File: src/rtl/conv_ctrl_pkg.sv
// package: constants for the sampling converter control block
package conv_ctrl_pkg;
  localparam int          CLK_HZ            = 40_000_000;
  localparam int          MIN_LOW_NS        = 40;
  localparam int          MIN_LOW_CYC       = (MIN_LOW_NS * (CLK_HZ / 1_000_000) + 999) / 1000;
  localparam int          CONV_TIME_NS      = 20_000;
  localparam int          CONV_CYC          = (CONV_TIME_NS / 1000) * (CLK_HZ / 1_000_000);
  localparam int          SHIFT_HALF_CYC    = 4;
  localparam int          RESULT_BITS       = 16;
  localparam int          BYTE_BITS         = 8;
  localparam logic [15:0] RESULT_RESET      = 16'h0000;
  localparam logic [15:0] SIGN_FLIP         = 16'h8000;
  localparam logic [15:0] SAMPLE_RESET      = 16'h0000;
  localparam int          SAMPLE_BITS       = 16;
  localparam logic [11:0] ADDR_SAMPLE       = 12'h000;
  localparam logic [11:0] ADDR_RESULT       = 12'h004;
  localparam logic [11:0] ADDR_STATUS       = 12'h008;
  localparam logic [1:0]  RESP_OKAY         = 2'b00;
  localparam logic [1:0]  RESP_SLVERR       = 2'b10;
  typedef enum logic [2:0] {
    ST_IDLE = 3'b001,
    ST_CONV = 3'b010,
    ST_DONE = 3'b100
  } conv_state_t;
endpackage

File: src/rtl/sar_adc_conversion_control.sv
// sar_adc_conversion_control: convert start, busy, parallel and serial result output
`timescale 1ns/10ps
// Notes on behaviour
// RULE1: host holds read/convert low between 40 ns and 12 us to start.
// RULE2: busy low from start until conversion done and output register loaded.
// RULE3: half-select low gives upper byte, high gives lower byte.
// RULE4: toggling half-select presents the other half of the same result.
// RULE5: while busy is low, further convert commands are ignored.
// RULE6: host should space convert commands at least 25 us apart.
// RULE7: internal-clock serial mode shifts previous result with exactly 16 pulses.
// RULE8: in serial internal mode busy waits for conversion and transfer both.
// RULE9: serial bits msb first, stable across both shift clock edges.
// RULE10: select and read/convert both low for 40 ns starts conversion.
// RULE11: host raises select or read/convert before busy rises, else invalid reconvert.
// RULE12: select high keeps parallel bus released and does nothing.
// RULE13: conversion start releases or keeps released the parallel bus.
// RULE14: select low, read/convert high, busy high drives latest result.
// RULE15: read during conversion returns previous result.
// RULE16: inputs ored, level triggered; host sets other input 10 ns earlier.
// RULE17: clock-source select low at start outputs previous result serially.
// RULE18: internal mode clocks serial out every cycle regardless of select.
// RULE19: select tied low, parallel output responds when read/convert goes high.
// RULE20: clock-source low makes shift clock an output of 16 pulses, else input.
// RULE21: format-select high straight binary, low two's complement.
// RULE22: conversion and shift rates counted in internal clock cycles.
// RULE23: output register loaded in one step at end of conversion.
module sar_adc_conversion_control
  import conv_ctrl_pkg::*;
#(
  parameter int conv_cycles   = CONV_CYC,
  parameter int shift_half    = SHIFT_HALF_CYC
) (
  input  wire logic        aclk,
  input  wire logic        aresetn,
  input  wire logic        select_n,
  input  wire logic        read_convert,
  input  wire logic        half_select,
  input  wire logic        clock_source_select,
  input  wire logic        format_select,
  output logic             busy_n,
  output logic [7:0]       parallel_bus,
  output logic             parallel_bus_oe,
  output logic             serial_result_out,
  output logic             shift_clock,
  output logic             shift_clock_oe,
  input  wire logic [11:0] s_axi_awaddr,
  input  wire logic        s_axi_awvalid,
  output logic             s_axi_awready,
  input  wire logic [31:0] s_axi_wdata,
  input  wire logic [3:0]  s_axi_wstrb,
  input  wire logic        s_axi_wvalid,
  output logic             s_axi_wready,
  output logic [1:0]       s_axi_bresp,
  output logic             s_axi_bvalid,
  input  wire logic        s_axi_bready,
  input  wire logic [11:0] s_axi_araddr,
  input  wire logic        s_axi_arvalid,
  output logic             s_axi_arready,
  output logic [31:0]      s_axi_rdata,
  output logic [1:0]       s_axi_rresp,
  output logic             s_axi_rvalid,
  input  wire logic        s_axi_rready
);
  localparam int CW = $clog2(conv_cycles + 2) + 1;

  logic [1:0]  cs_sync_r;
  logic [1:0]  rc_sync_r;
  logic [1:0]  hs_sync_r;
  logic [1:0]  src_sync_r;
  logic [1:0]  fmt_sync_r;
  logic        cs_q;
  logic        rc_q;
  logic [3:0]  low_cnt_r;
  logic        next_bit;
  conv_state_t state_r;
  logic [CW-1:0] conv_cnt_r;
  logic        conv_done_r;
  logic [15:0] result_r;
  logic [15:0] sample_r;
  logic [15:0] shift_r;
  logic [4:0]  bits_left_r;
  logic [7:0]  half_cnt_r;
  logic        serial_active_r;
  logic        start;
  logic        aw_got_r;
  logic        w_got_r;
  logic [11:0] aw_addr_r;
  logic [31:0] w_data_r;
  logic [3:0]  w_strb_r;

  function automatic logic [15:0] encode(input logic [15:0] raw, input logic sb);
    encode = sb ? (raw ^ SIGN_FLIP) : raw; // RULE21
  endfunction

  // pins cross into aclk through two flops
  always_ff @(posedge aclk) begin
    if (!aresetn) begin
      cs_sync_r  <= 2'h3;
      rc_sync_r  <= 2'h3;
      hs_sync_r  <= 2'h0;
      src_sync_r <= 2'h3;
      fmt_sync_r <= 2'h0;
    end else begin
      cs_sync_r  <= {cs_sync_r[0], select_n};
      rc_sync_r  <= {rc_sync_r[0], read_convert};
      hs_sync_r  <= {hs_sync_r[0], half_select};
      src_sync_r <= {src_sync_r[0], clock_source_select};
      fmt_sync_r <= {fmt_sync_r[0], format_select};
    end
  end
  assign cs_q = cs_sync_r[1];
  assign rc_q = rc_sync_r[1];

  // ored level detect, needs MIN_LOW_CYC cycles of both low
  always_ff @(posedge aclk) begin
    if (!aresetn) begin
      low_cnt_r <= 4'h0;
    end else if (cs_q | rc_q) begin // RULE16
      low_cnt_r <= 4'h0;
    end else if (low_cnt_r < 4'(MIN_LOW_CYC)) begin
      low_cnt_r <= low_cnt_r + 4'h1;
    end
  end
  // level triggered: still low at busy rise re-arms a start (invalid sample)
  assign start = (state_r == ST_IDLE) && (low_cnt_r >= 4'(MIN_LOW_CYC)); // RULE10 RULE1 RULE11

  always_ff @(posedge aclk) begin
    if (!aresetn) begin
      state_r    <= ST_IDLE;
      conv_cnt_r <= '0;
      conv_done_r <= 1'b0;
    end else begin
      unique case (state_r)
        ST_IDLE: begin
          conv_done_r <= 1'b0;
          if (start) begin // RULE5
            state_r    <= ST_CONV;
            conv_cnt_r <= '0;
          end
        end
        ST_CONV: begin
          if (conv_cnt_r >= CW'(conv_cycles - 1)) begin // RULE22
            conv_done_r <= 1'b1;
            // serial mode: stay here until the last pulse is out
            if (!serial_active_r) state_r <= ST_DONE; // RULE8
          end else begin
            conv_cnt_r <= conv_cnt_r + 1'b1;
          end
        end
        ST_DONE: begin
          state_r <= ST_IDLE;
        end
      endcase
    end
  end

  // busy low through conversion; high on the ST_DONE edge, at least one cycle after the result lands
  always_ff @(posedge aclk) begin
    if (!aresetn) busy_n <= 1'b1;
    else if (start) busy_n <= 1'b0; // RULE2 RULE13
    else if (state_r == ST_DONE) busy_n <= 1'b1;
  end

  // one-step update; sample source is software-written code
  always_ff @(posedge aclk) begin
    if (!aresetn) result_r <= RESULT_RESET;
    else if (state_r == ST_CONV && conv_done_r == 1'b0 &&
             conv_cnt_r >= CW'(conv_cycles - 1))
      result_r <= encode(sample_r, fmt_sync_r[1]); // RULE23 RULE15
  end

  // parallel bus: registered, select high releases it
  always_ff @(posedge aclk) begin
    if (!aresetn) begin
      parallel_bus    <= 8'h00;
      parallel_bus_oe <= 1'b0;
    end else begin
      parallel_bus_oe <= !cs_q && rc_q && !start; // RULE12 RULE14 RULE19 RULE13
      parallel_bus    <= hs_sync_r[1] ? result_r[7:0] : result_r[15:8]; // RULE3 RULE4
    end
  end

  // pulse timing of the serial port, internal clock mode only
  always_ff @(posedge aclk) begin
    if (!aresetn) begin
      bits_left_r       <= 5'h00;
      half_cnt_r        <= 8'h00;
      serial_active_r   <= 1'b0;
      shift_clock       <= 1'b0;
    end else if (start && !src_sync_r[1]) begin // RULE17 RULE18
      bits_left_r       <= 5'(RESULT_BITS);
      half_cnt_r        <= 8'h00;
      serial_active_r   <= 1'b1;
      shift_clock       <= 1'b0;
    end else if (serial_active_r) begin
      if (half_cnt_r >= 8'(shift_half - 1)) begin // RULE22
        half_cnt_r <= 8'h00;
        if (!shift_clock) begin
          shift_clock <= 1'b1;
        end else begin
          shift_clock <= 1'b0; // RULE7
          bits_left_r <= bits_left_r - 5'h01;
          if (bits_left_r == 5'h01) serial_active_r <= 1'b0;
        end
      end else begin
        half_cnt_r <= half_cnt_r + 8'h01;
      end
    end
  end

  // data moves in the cycle after a falling edge, never on an edge
  // limitation: shift_half below 2 would put that cycle on a rising edge
  assign next_bit = serial_active_r && !shift_clock && (half_cnt_r == 8'h00) &&
                    (bits_left_r != 5'(RESULT_BITS));

  // serial data path, loaded with the previous result at each start in internal clock mode
  always_ff @(posedge aclk) begin
    if (!aresetn) begin
      shift_r           <= 16'h0000;
      serial_result_out <= 1'b0;
    end else if (start && !src_sync_r[1]) begin // RULE17
      shift_r           <= result_r;
      serial_result_out <= result_r[15]; // RULE9
    end else if (next_bit) begin // RULE9
      shift_r           <= {shift_r[14:0], 1'b0};
      serial_result_out <= shift_r[14];
    end
  end

  always_ff @(posedge aclk) begin
    if (!aresetn) shift_clock_oe <= 1'b0;
    else shift_clock_oe <= !src_sync_r[1]; // RULE20
  end

  // axi4-lite write: address and data in either order
  always_ff @(posedge aclk) begin
    if (!aresetn) begin
      aw_got_r      <= 1'b0;
      w_got_r       <= 1'b0;
      aw_addr_r     <= 12'h000;
      w_data_r      <= 32'h0000_0000;
      w_strb_r      <= 4'h0;
      s_axi_awready <= 1'b0;
      s_axi_wready  <= 1'b0;
      s_axi_bvalid  <= 1'b0;
      s_axi_bresp   <= RESP_OKAY;
      sample_r      <= SAMPLE_RESET;
    end else begin
      s_axi_awready <= !aw_got_r && !s_axi_awready && !s_axi_bvalid && s_axi_awvalid;
      s_axi_wready  <= !w_got_r && !s_axi_wready && !s_axi_bvalid && s_axi_wvalid;
      if (s_axi_awvalid && s_axi_awready) begin
        aw_got_r  <= 1'b1;
        aw_addr_r <= s_axi_awaddr;
      end
      if (s_axi_wvalid && s_axi_wready) begin
        w_got_r  <= 1'b1;
        w_data_r <= s_axi_wdata;
        w_strb_r <= s_axi_wstrb;
      end
      if (aw_got_r && w_got_r && !s_axi_bvalid) begin
        aw_got_r     <= 1'b0;
        w_got_r      <= 1'b0;
        s_axi_bvalid <= 1'b1;
        if (aw_addr_r[11:2] == ADDR_SAMPLE[11:2]) begin
          s_axi_bresp <= RESP_OKAY;
          if (w_strb_r[0]) sample_r[7:0]  <= w_data_r[7:0];
          if (w_strb_r[1]) sample_r[15:8] <= w_data_r[15:8];
        end else begin
          s_axi_bresp <= RESP_SLVERR;
        end
      end else if (s_axi_bvalid && s_axi_bready) begin
        s_axi_bvalid <= 1'b0;
      end
    end
  end

  // axi4-lite read
  always_ff @(posedge aclk) begin
    if (!aresetn) begin
      s_axi_arready <= 1'b0;
      s_axi_rvalid  <= 1'b0;
      s_axi_rdata   <= 32'h0000_0000;
      s_axi_rresp   <= RESP_OKAY;
    end else begin
      s_axi_arready <= !s_axi_arready && !s_axi_rvalid && s_axi_arvalid;
      if (s_axi_arvalid && s_axi_arready) begin
        s_axi_rvalid <= 1'b1;
        s_axi_rresp  <= RESP_OKAY;
        unique case (s_axi_araddr[11:2])
          ADDR_SAMPLE[11:2]: s_axi_rdata <= {16'h0000, sample_r};
          ADDR_RESULT[11:2]: s_axi_rdata <= {16'h0000, result_r};
          ADDR_STATUS[11:2]: s_axi_rdata <= {29'h0, serial_active_r, !busy_n, busy_n};
          default: begin
            s_axi_rdata <= 32'h0000_0000;
            s_axi_rresp <= RESP_SLVERR;
          end
        endcase
      end else if (s_axi_rvalid && s_axi_rready) begin
        s_axi_rvalid <= 1'b0;
      end
    end
  end
endmodule // sar_adc_conversion_control

File: config.mk
export PLATFORM = sky130hd
export DESIGN_NAME = sar_adc_conversion_control
export DESIGN_NICKNAME = d
export VERILOG_FILES = /design/src/rtl/conv_ctrl_pkg.sv /design/src/rtl/sar_adc_conversion_control.sv
export SDC_FILE = /design/constraint.sdc
export NUM_CORES = 1
export LEC_CHECK = 0
export BUFFER_PORTS_ARGS = -buffer_cell sky130_fd_sc_hd__buf_2
export CAP_MARGIN = 10
export CORE_UTILIZATION = 25
export CTS_BUF_LIST = sky130_fd_sc_hd__clkbuf_2 sky130_fd_sc_hd__clkbuf_4 sky130_fd_sc_hd__clkbuf_8
export CTS_CLUSTER_SIZE = 20
export DETAILED_ROUTE_END_ITERATION = 6
export PLACE_DENSITY = 0.47
export RECOVER_POWER = 25
export SLEW_MARGIN = 20
export SYNTH_ARGS = -nofsm -noshare
export SYNTH_HDL_FRONTEND = slang
export SYNTH_SLANG_ARGS = --single-unit
File: constraint.sdc
create_clock -name aclk -period 5.2 [get_ports aclk]
set_input_delay 0.78 -clock aclk [delete_from_list [all_inputs] [get_ports aclk]]
set_output_delay 0.78 -clock aclk [all_outputs]
set_load 0.01 [all_outputs]
==> flow_summary.toml <==
[placed_design]
numPortBuffers = 85
dp_hpwl_um = 10800
gp_congestion = 0.716

[floorplanning]
start_util_pct = 25.4
rows = 59
io_pins = 126
die_x_um = 165
fp.dieH_um = 165
die_area_um2 = 27100
coreArea_um2 = 26000

[routing]
drc = 0
drt-total-wl_um = 15600
vias = 5165
drt_iter0_drc = 237
viasPerCell = 4.49
dr.pass1.iters = 4
drtAntennaViolNets = 0
wl_per_cell_um = 13.5
wirelength_met1_um = 7860
routed.top_layer = "met4"
wl_met2_um = 7010
route.met3.wl_um = 556

[logic_synthesis]
synth_cell_types = 61
syn_avg_cell_area_um2 = 8.95
yosysTopAreaCell = "dfxtp_1"
post-synth-top-count-cell = "dfxtp_1"
syn_inst = 738
postSynth.asyncResetShare_pct = 0
synth_commonest_cells = "dfxtp_1 (156), nand2_1 (131), a21oi_1 (57)"
synth-edff-count = 0
yosysSeqAreaShare_pct = 47.3
syn_area_um2 = 6610
ys.flop_type = "dfxtp_1"
ys_ff_latch = 156
yosysTopAreaCellShare_pct = 47.3
synth_area_leaders = "dfxtp_1 (47%), nand2_1 (7.4%), mux2i_1 (6.5%), a21oi_1 (4.3%), nor2_1 (2.8%)"
yosys_warnings = 0

[outcome]
status = "completed"

[global_routing]
antenna_found_initial = 0
grt_pass1_wl_um = 25400
grt_pass1_vias = 4954
track_usage_pct = 12.0
grt_max_degree = 62
grt_remaining_overflow = 0

[sta]
setup_violations = 0
max_freq_mhz = 358
min_period_ns = 2.80
setup_tns_ns = 0
hold_viol_final = 0
tightest_slew_ns = 0.932
drv_slew = 0
clock_skew_ns = 0.0148
rsz0062_at_grt = "no"
relSlewSlack_pct = 37.4
finalCritPeriodShare_pct = 53.8
hold_slack_ns = 0.411

[min_path]
hold_class = "reg2reg"

[clock_network]
numClockSinks = 156
clkTransAtPathRegs_ns = 0.09
root_buffer = "clkbuf_8"
cts_resized = 0
clk_latency_ns = 0.45
htree_levels = 4
numCtsBuffers = 17
hold_buffers = 0
cts_tree = "done"
cts_buffer_depth = 2
post-cts-setup-buffer-count = 0

[power]
p_per_area_nw_per_um2 = 305
total_power_mw = 2.32
switchingPower_uw = 555
p_clk_share_pct = 42.5
leakagePower_nw = 2.62
seqPwrFrac_pct = 52.8
peakVddDrop_mv = 0.136
p_sw_share_pct = 23.9
p_int_mw = 1.77
power_frac_comb_pct = 4.7

[worst_setup_path]
cp.required_ns = 5.48
crit_type = "reg2reg"
crit_arrival_ns = 3.08
cp-start-kind = "register"
cp_slowest_cell = "nor4_4"
cpPeakStageDelay_ns = 0.84
crit_fanout = 17
worstPathCellList = "or4_4 > nor4_4 > or2_1 > a311oi_2"
end_kind = "register"
crit_buf_inv = 0
cp_top_family = "simple AND/OR/NAND/NOR gates"

[cells_and_area]
final_nets = 883
area_growth_pct = 15.3
diodes = 0
n_fill_cell = 2862
drive_gt1_share_pct = 14.2
final_util_pct = 29.3

[run]
max-cap-violations = 0
[per-layer routing]
layer  track usage [%]  up-vias
met5                 0        -
met3              2.69       11
met2              18.8       90
met1              16.2     2387
met4              4.00        0
li1                  -     2677
[registers in the layout, indices dropped and copies added, names as in the netlist, 3 cells and up]
register,count
result_r,16
s_axi_rdata,16
sample_r,16
w_data_r,16
shift_r,15
conv_cnt_r,11
aw_addr_r,10
half_cnt_r,8
parallel_bus,8
bits_left_r,5
low_cnt_r,4
state_r,3
[power groups by stage]
stage               Clock, mW  Sequential [mW]  Combinational [mW]
floorplan                   0             1.25              0.0857
global placement            0             1.26               0.111
detailed placement          0             1.26               0.111
CTS                      1.02             1.23               0.111
global route             1.07             1.23               0.123
finish                  0.988             1.23               0.109
[final cells by class]
cell class	count	area (um2)	share of cell area [%]
clock buffers	20	275	3.61
clock inverters	12	163	2.14
inverters	14	52.6	0.690
multi-input cells	523	3150	41.4
flip-flops and latches	156	3120	41.0
well taps	335	419	5.50
repair buffers	91	433	5.68
[cells by family after synthesis]
group / count (synthesis) / synth area share (%)
flip-flops: 156 / 47.3
adder cells (fa/ha/maj): 8 / 1.52
multiplexers: 44 / 6.69
XOR/XNOR: 12 / 1.59
AND/OR/NAND/NOR: 296 / 21.8
other: 1 / 0.0568
AO/OA/AOI/OAI: 145 / 14.9
buffers and inverters: 76 / 6.14
[worst paths after layout]
path,startpoint,to,slack (ns),cells after the start
worst max-delay path,half_cnt_r[2],shift_r[9],2.40,4
worst min-delay path,rc_sync_r[0],rc_sync_r[1],0.41,1
worst max register to register,half_cnt_r[2],shift_r[9],2.40,4
worst min register to register,rc_sync_r[0],rc_sync_r[1],0.41,1
[layout by cell type, fill, tap and decap left out, types with 7 or more instances in the layout]
master / netlist / routed
a21oi_1: 57 / 57
conb_1: 1 / 18
or3_1: 8 / 8
clkbuf_1: 28 / 30
dfxtp_1: 156 / 156
nand2b_1: 10 / 10
mux2i_1: 43 / 43
nand3_1: 21 / 21
clkbuf_8: 0 / 20
ha_1: 8 / 8
nor3_1: 24 / 24
o21ai_0: 18 / 18
o21ai_1: 10 / 10
nand2_1: 131 / 131
buf_2: 5 / 55
xnor2_1: 7 / 7
a2bb2oi_1: 13 / 13
a311oi_2: 8 / 8
nor2_1: 50 / 50
inv_1: 13 / 13
[metrics by stage]
| step | instance area, um2 | worst slack (ns) | std cells |
|---|---|---|---|
| floorplan | 6670 | 2.91 | 755 |
| global placement | 7210 | 2.36 | 1119 |
| detailed placement | 7210 | 2.40 | 1119 |
| CTS | 7650 | 2.37 | 1151 |
| global route | 7620 | 2.25 | 1151 |
| finish | 7620 | 2.40 | 1151 |
Note: power is estimated with default switching activity, not from simulation.
